==> config.mk <==
export PLATFORM = sky130hd
export DESIGN_NAME = dual_comparator_control
export DESIGN_NICKNAME = d
export VERILOG_FILES = /design/src/design/cmp_pkg.sv /design/src/design/cmp_chan_if.sv /design/src/design/dual_comparator_control.sv /design/src/design/cmp_channel.sv /design/src/design/cmp_pin_driver.sv
export SDC_FILE = /design/constraint.sdc
export NUM_CORES = 1
export LEC_CHECK = 0
export BUFFER_PORTS_ARGS = -buffer_cell sky130_fd_sc_hd__buf_2
export CELL_PAD_IN_SITES_DETAIL_PLACEMENT = 1
export CELL_PAD_IN_SITES_GLOBAL_PLACEMENT = 1
export CORE_ASPECT_RATIO = 0.6
export CORE_MARGIN = 2
export CORE_UTILIZATION = 41
export CTS_CLUSTER_SIZE = 8
export DETAILED_ROUTE_END_ITERATION = 10
export GPL_TIMING_DRIVEN = 0
export PLACE_DENSITY = 0.85
export REMOVE_ABC_BUFFERS = 1
export SYNTH_ARGS = -nofsm -noshare
export SYNTH_HDL_FRONTEND = slang
export SYNTH_SLANG_ARGS = --single-unit
==> constraint.sdc <==
create_clock -name clk_sys -period 2 [get_ports clk_sys]
set_input_delay 0.2 -clock clk_sys [delete_from_list [all_inputs] [get_ports clk_sys]]
set_output_delay 0.2 -clock clk_sys [all_outputs]
set_load 0.03 [all_outputs]
==> src/design/cmp_pkg.sv <==
// shared constants and types for the dual comparator control block
package cmp_pkg;

    // number of comparator instances
    localparam int NUM_CMP = 2;

    // register addresses, kept at their printed offsets
    localparam logic [7:0] ADDR_CTRL1 = 8'h9A;
    localparam logic [7:0] ADDR_CTRL0 = 8'h9B;
    localparam logic [7:0] ADDR_MODE1 = 8'h9C;
    localparam logic [7:0] ADDR_MODE0 = 8'h9D;
    localparam logic [7:0] ADDR_MUX1 = 8'h9E;
    localparam logic [7:0] ADDR_MUX0 = 8'h9F;
    // pin routing and reset source control
    localparam logic [7:0] ADDR_PINCFG = 8'hA0;
    localparam logic [7:0] ADDR_RSTSRC = 8'hA1;

    // control register fields
    localparam int CTRL_EN_BIT = 7;
    localparam int CTRL_OUT_BIT = 6;
    localparam int CTRL_RISE_BIT = 5;
    localparam int CTRL_FALL_BIT = 4;
    localparam int CTRL_HYP_LSB = 2;
    localparam int CTRL_HYN_LSB = 0;

    // input select register fields
    localparam int MUX_NEG_LSB = 4;
    localparam int MUX_POS_LSB = 0;

    // mode register fields
    localparam int MODE_RIE_BIT = 5;
    localparam int MODE_FIE_BIT = 4;
    localparam int MODE_MD_LSB = 0;

    // pin configuration fields, one bit per comparator from each lsb
    localparam int PIN_LATCH_LSB = 0;
    localparam int PIN_RAW_LSB = 2;
    localparam int PIN_PP_LATCH_LSB = 4;
    localparam int PIN_PP_RAW_LSB = 6;
    localparam int RSTSRC_EN_BIT = 0;

    // synchroniser depth for the raw comparator result
    localparam int SYNC_STAGES = 2;

    // hysteresis settings
    typedef enum logic [1:0] {
        HYST_OFF = 2'b00,
        HYST_5MV = 2'b01,
        HYST_10MV = 2'b10,
        HYST_20MV = 2'b11
    } hyst_t;

    // response time modes, mode 0 fastest
    typedef enum logic [1:0] {
        RESP_MODE0 = 2'b00,
        RESP_MODE1 = 2'b01,
        RESP_MODE2 = 2'b10,
        RESP_MODE3 = 2'b11
    } response_t;

    // values after reset
    localparam hyst_t HYST_RESET = HYST_OFF;
    localparam response_t RESP_RESET = RESP_MODE2;
    localparam logic [1:0] SEL_RESET = 2'h0;
    localparam logic [7:0] PINCFG_RESET = 8'h00;

endpackage : cmp_pkg

==> src/design/cmp_chan_if.sv <==
// signals between the control top and one comparator channel
`timescale 1ns/100ps
interface cmp_chan_if;
    logic rawIn;
    logic syncLevel;
    logic risePulse;
    logic fallPulse;

    modport chan (
        input rawIn,
        output syncLevel,
        output risePulse,
        output fallPulse
    );

    modport ctrl (
        output rawIn,
        input syncLevel,
        input risePulse,
        input fallPulse
    );
endinterface : cmp_chan_if

==> src/design/dual_comparator_control.sv <==
// register file and digital control around two analog comparators
//
// Functional notes
// - two identical comparators; only 0 resets
// - latched and raw outputs, optionally pinned
// - raw output works without system clock
// - positive and negative input select fields
// - disabled comparator drives its pins low
// - result readable, interrupting, pinned together
// - mode register sets analog response time
// - two-bit hysteresis fields: off,5,10,20 mV
// - rising and falling edge interrupts separately
// - falling edge sets falling flag
// - rising edge sets rising flag
// - flags stay until software clears them
// - output state bit readable, read-only
// - enable bit 1 on, 0 off
// - comparator 0 may request system reset
// - output pins open-drain or push-pull
// - edge interrupt enables gate the request, not the flags
// - mode field bits 1:0, resets to 2
// - control bits 7..4, reset all zero
// - state bit 1 when positive above negative
`timescale 1ns/100ps
module dual_comparator_control
    import cmp_pkg::*;
(
    input wire logic clk_sys,                  // system clock
    input wire logic sys_rst,                  // sync reset, active high
    // register port
    input wire logic [7:0] regAddr,            // register address
    input wire logic [7:0] regWrData,          // write data
    input wire logic regWrStrobe,              // one-cycle write strobe
    input wire logic regRdStrobe,              // one-cycle read strobe
    output logic [7:0] regRdData,              // read data, next cycle
    // analog comparator side
    input wire logic [NUM_CMP-1:0] cmpCompare, // raw analog result
    output logic [NUM_CMP-1:0] cmpEnable,      // comparator power on
    output logic [NUM_CMP-1:0][1:0] cmpPosSel, // positive input pin
    output logic [NUM_CMP-1:0][1:0] cmpNegSel, // negative input pin
    output logic [NUM_CMP-1:0][1:0] cmpHysPos, // positive hysteresis
    output logic [NUM_CMP-1:0][1:0] cmpHysNeg, // negative hysteresis
    output logic [NUM_CMP-1:0][1:0] cmpRespMode, // response time mode
    // port pins
    output logic [NUM_CMP-1:0] latchedPinOut,  // synchronous output
    output logic [NUM_CMP-1:0] latchedPinOe,   // its output enable
    output logic [NUM_CMP-1:0] rawPinOut,      // asynchronous output
    output logic [NUM_CMP-1:0] rawPinOe,       // its output enable
    // system
    output logic [NUM_CMP-1:0] cmpIrq,         // interrupt request level
    output logic cmpResetReq                   // reset request level
);

    typedef struct packed {
        logic enable;
        hyst_t hysPos;
        hyst_t hysNeg;
        logic riseFlag;
        logic fallFlag;
        logic [1:0] posSel;
        logic [1:0] negSel;
        logic riseIrqEn;
        logic fallIrqEn;
        response_t respMode;
        logic irq;
    } cmp_state_t;

    typedef struct packed {
        cmp_state_t [NUM_CMP-1:0] cmp;
        logic [7:0] pinCfg;
        logic resetSrcEn;
        logic resetReq;
        logic [7:0] rdData;
    } top_state_t;

    top_state_t state_reg;
    top_state_t state_next;

    logic [NUM_CMP-1:0] gatedRaw;
    logic [NUM_CMP-1:0] syncLevel;
    logic [NUM_CMP-1:0] risePulse;
    logic [NUM_CMP-1:0] fallPulse;
    logic [NUM_CMP-1:0] wrCtrl;
    logic [NUM_CMP-1:0] wrMux;
    logic [NUM_CMP-1:0] wrMode;

    // per comparator: synchroniser, pin drivers and the raw path
    for (genvar g = 0; g < NUM_CMP; g++) begin : gen_cmp
        cmp_chan_if chIf ();

        // disabled comparator presents a low output everywhere
        assign gatedRaw[g] = cmpCompare[g] & state_reg.cmp[g].enable;
        assign chIf.rawIn = gatedRaw[g];
        assign syncLevel[g] = chIf.syncLevel;
        assign risePulse[g] = chIf.risePulse;
        assign fallPulse[g] = chIf.fallPulse;

        cmp_channel uChan (
            .clk_sys(clk_sys),
            .sys_rst(sys_rst),
            .chIf(chIf.chan)
        );

        // latched output follows the synchronised level
        cmp_pin_driver uLatchPin (
            .clk_sys(clk_sys),
            .sys_rst(sys_rst),
            .value(syncLevel[g]),
            .route(state_reg.pinCfg[PIN_LATCH_LSB + g]),
            .pushPull(state_reg.pinCfg[PIN_PP_LATCH_LSB + g]),
            .pinOut(latchedPinOut[g]),
            .pinOe(latchedPinOe[g])
        );

        // raw path has no flop so it still works with the clock stopped;
        // the route bits are static register levels, not clocked data
        assign rawPinOut[g] = state_reg.pinCfg[PIN_RAW_LSB + g]
            & gatedRaw[g];
        assign rawPinOe[g] = state_reg.pinCfg[PIN_RAW_LSB + g]
            & (state_reg.pinCfg[PIN_PP_RAW_LSB + g] | ~gatedRaw[g]);

        // write decode, one strobe per register kind
        assign wrCtrl[g] = regWrStrobe
            & (regAddr == ((g == 0) ? ADDR_CTRL0 : ADDR_CTRL1));
        assign wrMux[g] = regWrStrobe
            & (regAddr == ((g == 0) ? ADDR_MUX0 : ADDR_MUX1));
        assign wrMode[g] = regWrStrobe
            & (regAddr == ((g == 0) ? ADDR_MODE0 : ADDR_MODE1));
    end

    // control register image as software sees it
    function automatic logic [7:0] ctrlImage(input cmp_state_t c,
                                             input logic level);
        logic [7:0] v;
        v = 8'h00;
        v[CTRL_EN_BIT] = c.enable;
        v[CTRL_OUT_BIT] = level;
        v[CTRL_RISE_BIT] = c.riseFlag;
        v[CTRL_FALL_BIT] = c.fallFlag;
        v[CTRL_HYP_LSB +: 2] = c.hysPos;
        v[CTRL_HYN_LSB +: 2] = c.hysNeg;
        return v;
    endfunction : ctrlImage

    // input select image, unused bits read zero
    function automatic logic [7:0] muxImage(input cmp_state_t c);
        logic [7:0] v;
        v = 8'h00;
        v[MUX_NEG_LSB +: 2] = c.negSel;
        v[MUX_POS_LSB +: 2] = c.posSel;
        return v;
    endfunction : muxImage

    // mode image, unused bits read zero
    function automatic logic [7:0] modeImage(input cmp_state_t c);
        logic [7:0] v;
        v = 8'h00;
        v[MODE_RIE_BIT] = c.riseIrqEn;
        v[MODE_FIE_BIT] = c.fallIrqEn;
        v[MODE_MD_LSB +: 2] = c.respMode;
        return v;
    endfunction : modeImage

    // next state: register writes, sticky flags, interrupts, read data
    always_comb begin
        state_next = state_reg;
        for (int i = 0; i < NUM_CMP; i++) begin
            if (wrCtrl[i]) begin
                state_next.cmp[i].enable = regWrData[CTRL_EN_BIT];
                state_next.cmp[i].hysPos =
                    hyst_t'(regWrData[CTRL_HYP_LSB +: 2]);
                state_next.cmp[i].hysNeg =
                    hyst_t'(regWrData[CTRL_HYN_LSB +: 2]);
                // only a software write can clear a flag
                state_next.cmp[i].riseFlag = regWrData[CTRL_RISE_BIT];
                state_next.cmp[i].fallFlag = regWrData[CTRL_FALL_BIT];
            end
            if (wrMux[i]) begin
                state_next.cmp[i].posSel = regWrData[MUX_POS_LSB +: 2];
                state_next.cmp[i].negSel = regWrData[MUX_NEG_LSB +: 2];
            end
            if (wrMode[i]) begin
                state_next.cmp[i].riseIrqEn = regWrData[MODE_RIE_BIT];
                state_next.cmp[i].fallIrqEn = regWrData[MODE_FIE_BIT];
                state_next.cmp[i].respMode =
                    response_t'(regWrData[MODE_MD_LSB +: 2]);
            end
            // an edge in the clearing cycle still sets the flag
            if (risePulse[i]) begin
                state_next.cmp[i].riseFlag = 1'b1;
            end
            if (fallPulse[i]) begin
                state_next.cmp[i].fallFlag = 1'b1;
            end
            // request follows the flags as they will stand next cycle
            state_next.cmp[i].irq =
                (state_next.cmp[i].riseFlag & state_next.cmp[i].riseIrqEn)
                | (state_next.cmp[i].fallFlag
                   & state_next.cmp[i].fallIrqEn);
        end
        if (regWrStrobe && regAddr == ADDR_PINCFG) begin
            state_next.pinCfg = regWrData;
        end
        if (regWrStrobe && regAddr == ADDR_RSTSRC) begin
            state_next.resetSrcEn = regWrData[RSTSRC_EN_BIT];
        end
        // comparator 0 asks for reset while enabled and its output low
        state_next.resetReq = state_next.resetSrcEn
            & state_reg.cmp[0].enable & ~syncLevel[0];
        // read data stand for exactly the cycle after the strobe
        state_next.rdData = 8'h00;
        if (regRdStrobe) begin
            case (regAddr)
                ADDR_CTRL0: state_next.rdData =
                    ctrlImage(state_reg.cmp[0], syncLevel[0]);
                ADDR_CTRL1: state_next.rdData =
                    ctrlImage(state_reg.cmp[1], syncLevel[1]);
                ADDR_MUX0: state_next.rdData = muxImage(state_reg.cmp[0]);
                ADDR_MUX1: state_next.rdData = muxImage(state_reg.cmp[1]);
                ADDR_MODE0: state_next.rdData = modeImage(state_reg.cmp[0]);
                ADDR_MODE1: state_next.rdData = modeImage(state_reg.cmp[1]);
                ADDR_PINCFG: state_next.rdData = state_reg.pinCfg;
                ADDR_RSTSRC: state_next.rdData = {7'h00, state_reg.resetSrcEn};
                default: state_next.rdData = 8'h00;
            endcase
        end
    end

    // state register with documented reset values
    always_ff @(posedge clk_sys) begin
        if (sys_rst) begin
            for (int i = 0; i < NUM_CMP; i++) begin
                state_reg.cmp[i].enable <= 1'b0;
                state_reg.cmp[i].hysPos <= HYST_RESET;
                state_reg.cmp[i].hysNeg <= HYST_RESET;
                state_reg.cmp[i].riseFlag <= 1'b0;
                state_reg.cmp[i].fallFlag <= 1'b0;
                state_reg.cmp[i].posSel <= SEL_RESET;
                state_reg.cmp[i].negSel <= SEL_RESET;
                state_reg.cmp[i].riseIrqEn <= 1'b0;
                state_reg.cmp[i].fallIrqEn <= 1'b0;
                state_reg.cmp[i].respMode <= RESP_RESET;
                state_reg.cmp[i].irq <= 1'b0;
            end
            state_reg.pinCfg <= PINCFG_RESET;
            state_reg.resetSrcEn <= 1'b0;
            state_reg.resetReq <= 1'b0;
            state_reg.rdData <= 8'h00;
        end else begin
            state_reg <= state_next;
        end
    end

    // analog settings and status outputs straight from the state flops
    always_comb begin
        for (int i = 0; i < NUM_CMP; i++) begin
            cmpEnable[i] = state_reg.cmp[i].enable;
            cmpPosSel[i] = state_reg.cmp[i].posSel;
            cmpNegSel[i] = state_reg.cmp[i].negSel;
            cmpHysPos[i] = state_reg.cmp[i].hysPos;
            cmpHysNeg[i] = state_reg.cmp[i].hysNeg;
            cmpRespMode[i] = state_reg.cmp[i].respMode;
            cmpIrq[i] = state_reg.cmp[i].irq;
        end
        cmpResetReq = state_reg.resetReq;
        regRdData = state_reg.rdData;
    end

endmodule : dual_comparator_control

==> src/design/cmp_channel.sv <==
// synchroniser and edge detector for one comparator result
`timescale 1ns/100ps
module cmp_channel
    import cmp_pkg::*;
(
    input wire logic clk_sys,   // system clock
    input wire logic sys_rst,   // synchronous reset, active high
    cmp_chan_if.chan chIf       // raw result in, level and edges out
);

    typedef struct packed {
        logic [SYNC_STAGES-1:0] sync;
        logic prev;
        logic rise;
        logic fall;
    } chan_state_t;

    chan_state_t state_reg;
    chan_state_t state_next;

    // only the last stage is looked at; stage 0 may be metastable
    always_comb begin
        state_next = state_reg;
        state_next.sync = {state_reg.sync[SYNC_STAGES-2:0], chIf.rawIn};
        state_next.prev = state_reg.sync[SYNC_STAGES-1];
        state_next.rise = state_reg.sync[SYNC_STAGES-1] & ~state_reg.prev;
        state_next.fall = ~state_reg.sync[SYNC_STAGES-1] & state_reg.prev;
    end

    always_ff @(posedge clk_sys) begin
        if (sys_rst) begin
            state_reg <= '0;
        end else begin
            state_reg <= state_next;
        end
    end

    assign chIf.syncLevel = state_reg.sync[SYNC_STAGES-1];
    assign chIf.risePulse = state_reg.rise;
    assign chIf.fallPulse = state_reg.fall;

endmodule : cmp_channel

==> src/design/cmp_pin_driver.sv <==
// registered driver for a comparator output pin, open-drain or push-pull
`timescale 1ns/100ps
module cmp_pin_driver (
    input wire logic clk_sys,   // system clock
    input wire logic sys_rst,   // synchronous reset, active high
    input wire logic value,     // level to present
    input wire logic route,     // pin assigned to this output
    input wire logic pushPull,  // 1 push-pull, 0 open-drain
    output logic pinOut,        // pin output value
    output logic pinOe          // pin output enable
);

    typedef struct packed {
        logic o;
        logic oe;
    } pin_state_t;

    pin_state_t state_reg;
    pin_state_t state_next;

    // open-drain only drives while the level is low
    always_comb begin
        state_next.o = route & value;
        state_next.oe = route & (pushPull | ~value);
    end

    always_ff @(posedge clk_sys) begin
        if (sys_rst) begin
            state_reg <= '0;
        end else begin
            state_reg <= state_next;
        end
    end

    assign pinOut = state_reg.o;
    assign pinOe = state_reg.oe;

endmodule : cmp_pin_driver

=== After elaboration in Yosys (flattened, before gate mapping) ===
Cells that the tools add are included.

* Register bits: 64
* Output and inout bits: 41

* Equal/unequal tests: 8
* Muxes and demuxes: 10
* Bitwise operators: 39
* Reductions and logical operators: 3

{| class="wikitable"
|+ Operators by type and width
! operator !! number
|-
| equality test 8 bit, second input constant || 8
|-
| one-hot mux 8 bit (8 select lines) || 1
|-
| AND 1 bit || 26
|-
| 2-to-1 mux 4 bit || 2
|-
| NOT 1 bit || 7
|-
| OR 1 bit || 6
|-
| 2-to-1 mux 1 bit || 5
|-
| 2-to-1 mux 2 bit || 2
|-
| logical AND 1 bit || 2
|-
| OR reduction 2 bit || 1
|}

=== Depth between registers and ports, before layout ===
* Word-level depth: 6
* Mapped depth: 5

=== Cells and area by module ===
A second synthesis with hierarchy kept.

* Cell total of the unflattened synthesis: 311
* Area, all modules: 3052.9 um^2

{| class="wikitable"
|+ By module, submodules not included
! module !! instances !! cells an instance !! area an instance (um^2)
|-
| dual_comparator_control || 1 || 281 || 2632.5
|-
| cmp_channel || 2 || 10 || 133.9
|-
| cmp_pin_driver || 2 || 5 || 76.3
|}

=== Least setup slack after synthesis ===
OpenSTA, ideal clock, no wires.

* Path kind: input port to flip-flop
* Start point: input regAddr[2]
* End point: register state_reg (netlist bit cmpIrq[0])
* Library setup time: 0.092 ns
* Data arrival time: 1.544 ns
* Path slack: 0.364 ns
* Stages on the path: 5
* Cells stage by stage: or3b_1 > buf_2 > nor3_4 > mux2_4 > o32ai_1

* Word-level cells in the longest chain between the ends: 6
* Elaborated cells between the ends (all ways): 11
* Classes of those cells: eq/ne: 2; mux: 4; bitwise: 5

{| class="wikitable"
|+ RTL lines
! element !! line !! RTL
|-
| start: declaration || dual_comparator_control.sv:31 || <nowiki>input wire logic [7:0] regAddr,</nowiki>
|-
| equality test 8 bit || dual_comparator_control.sv:124 || <nowiki>& (regAddr == ((g == 0) ? ADDR_CTRL0 : ADDR_CTRL1));</nowiki>
|-
| AND 1 bit || dual_comparator_control.sv:124 ||
|-
| 2-to-1 mux 2 bit || dual_comparator_control.sv:168 || <nowiki>if (wrCtrl[i]) begin</nowiki>
|-
| 2-to-1 mux 1 bit (on tied branches) || dual_comparator_control.sv:189, dual_comparator_control.sv:192 ||
|-
| AND 1 bit (on tied branches) || dual_comparator_control.sv:197, dual_comparator_control.sv:199 ||
|-
| OR 1 bit (*) || dual_comparator_control.sv:198 || <nowiki>| (state_next.cmp[i].fallFlag</nowiki>
|-
| end signal: assignment || dual_comparator_control.sv:250 || <nowiki>state_reg <= state_next;</nowiki>
|-
| end: declaration || dual_comparator_control.sv:76 || <nowiki>top_state_t state_reg;</nowiki>
|}

Every way passes the cells marked *; elsewhere a longest branch is shown, timed or not.
A chain may end at the register's enable or synchronous reset.

=== Worst setup path in the final report ===
Ends and elaborated chain as after synthesis.

==> flow_summary.ini <==
[die]
core_um2 = 6792
initial_core_util_pct = 42.96
rows = 23
die_w_um = 112.9
die_y_um = 69.35
design.die.area_um2 = 7830
num_io_pins = 63

[pwr]
ir_drop_mv = 0.3336
leakage_nw = 1.495
powerDensity_nw_per_um2 = 895.6

[sta]
fin_skew_ns = 0.007403
finalSetupViolCount = 0
slew_violations = 0
fin_crit_ns = 1.770
tightest_slew_ns = 0.9712
fin_ws_ns = 0.2303
clock.fmax_ghz = 0.5651
rsz0062_at_grt = no
finalHoldViolations = 0
setup_tns_ns = 0
fin_crit_sh_pct = 88.49
relSlewSlack_pct = 35.25

[detailed_routing]
drtAntennaViolNets = 0
avgRoutedWirePerCell_um = 18.71
first_iter_violations = 138
wirelength_um = 7748
dr.pass1.iters = 8
drc = 5
vias = 2229
routed_via_density = 5.384

[synthesis]
syn_area_um2 = 2918
synth-edff-count = 0
avgSynthCellArea_um2 = 9.824
synth_top_family_by_area = simple AND/OR/NAND/NOR gates
synthAdderAreaFrac_pct = 0
async_flop_share_pct = 0
ys_types = 45
synth_flop_cell = dfxtp_1
synth_common_cells = dfxtp_1 (64), nor2_1 (41), buf_4 (38)
yosys.area_share.simple_pct = 22.17
synth_most_common_cell = dfxtp_1
synth.area.top_cells = dfxtp_1 (44%), mux2i_1 (9.9%), buf_4 (9.8%), nor2_1 (5.3%), nor2b_1 (3.2%)
synth_compound_area_share_pct = 8.062
yosysWarnings = 0
synthMuxAreaShare_pct = 14.45
ys_seq_elements = 64
synth_xor_area_share_pct = 0
synth_top_area_share_pct = 43.91
netlist_instances = 297
seq_area_frac_synth_pct = 43.91
yosysTopAreaCell = dfxtp_1

[layout]
area_delta_synth_final_pct = 13.55
instances_no_fill = 414
largest_register_ffs = 17
drive_gt1_share_pct = 27.52
design_area_um2 = 3313
final_nets = 344
diodes = 0
nFillCells = 772

[clocking]
numCtsBuffers = 9
cts.path.max_buffers = 2
cts_tree = built
clk_latency_ns = 0.33
clock-sinks = 64
cts_setup_buffers = 0
cts-root-buf = clkbuf_16
h-tree-depth = 3
path_clk_slew_ns = 0.05

[grt]
gr-usage-met3_pct = 7.080
met1_usage_pct = 27.05
grt_first_pass_wirelength_um = 12360
grtUsageTotal_pct = 20.75
first_global_vias = 2311
grt_max_degree = 54
antenna_found_initial = 0
groute.layer.met2.usage_pct = 32.33
grt-ovfl-total = 0
grt-busiest-layer = met2

[setup_path]
cp_max_fo = 7
arrival_ns = 2.00
startpoint_type = primary input
timing_worst_setup_path_type = primary input to flip-flop
endpoint_kind = flip-flop
worstPathRequired_ns = 2.23

[job]
maxCapViolations = 0

[place]
place_congestion = 0.7781
place_hpwl_um = 5249
post-place-ws_ns = -0.2608
dp.cells = 398
io_buffers = 62
placed_area_um2 = 3012

[run_status]
violations = design-rule violations
status = finished, violations left

[min_path]
hold_path_class = primary input to flip-flop
[layout by cell type, fill, tap and decap left out, types with 4 or more instances in the layout]
cell	count
clkbuf_16	9
nor3b_1	4
dfxtp_1	64
buf_2	62
and2_1	4
nor2b_1	15
and3b_1	4
a21oi_1	9
nand2_1	18
nor2_1	41
mux4_2	4
a22oi_1	6
a211o_1	4
mux2i_1	29
[cells by family (layout without fill, tap and decap cells)]
| group | count (synthesis) | in the layout |
|---|---|---|
| mux | 36 | 36 |
| compound gates | 33 | 33 |
| simple gates | 114 | 114 |
| flops | 64 | 64 |
| buf+inv | 50 | 80 |
[path summary, 6_finish.rpt]
kind | startpoint | end | slack (ns) | cells after the start
worst max-delay path | regAddr[2] | cmpIrq[0]$_SDFF_PP0_ | 0.23 | 5
worst min-delay path | regWrData[6] | state_reg[16]$_SDFFE_PP0P_ | 0.11 | 3
worst max register to register | cmpPosSel[0]$_SDFFE_PP0P_ | regRdData[0]$_SDFF_PP0_ | 0.87 | 3
worst min register to register | gen_cmp[1].uChan.state_reg[2]$_SDFF_PP0_ | gen_cmp[1].uChan.chIf.risePulse$_SDFF_PP0_ | 0.41 | 1
[critical path, cell delays in order]
cell,delay [ns]
buf_2,0.12
or3b_1,0.53
nor3_4,0.55
mux2_4,0.37
o32ai_1,0.22
[repair_timing]
| item | in CTS | in global routing |
|---|---|---|
| setup endpoints to repair | 0 | 1 |
| resized for setup | 0 | 1 |
| hold buffers | 0 | 0 |
| endpoints found under the hold margin | 0 | 0 |
[layout make-up]
type / instances / area [um2] / area share [%]
multi-input cells: 183 / 1305 / 39.39
repair buffers: 62 / 310.3 / 9.366
flip-flops and latches: 64 / 1281 / 38.67
clock inverters: 3 / 40.04 / 1.208
clock buffers: 13 / 260.3 / 7.855
inverters: 2 / 7.507 / 0.2266
well taps: 87 / 108.9 / 3.285
[stage by stage]
stage	utilization [%]	power, mW	hold WS, ns
finish	48.78	2.967	0.1118
global route	48.78	3.071	0.1348
CTS	48.77	2.988	0.1107
detailed placement	44.34	1.422	0.4030
global placement	44.34	1.419	0.3914
floorplan	-	1.347	0.2691
[power breakdown]
part | internal [mW] | switching, mW | leakage [nW]
registers | 1.28 | 0.000905 | 0.515
clock network | 1.03 | 0.541 | 0.150
logic | 0.0393 | 0.0810 | 0.830
[layer usage]
| layer | share of wire (%) | up-vias |
|---|---|---|
| li1 | - | 1054 |
| met1 | 47 | 1099 |
| met2 | 46 | 63 |
| met3 | 5.5 | 13 |
| met4 | 1.5 | 0 |
| met5 | 0 | - |
Power figures use the tool's default switching activity.
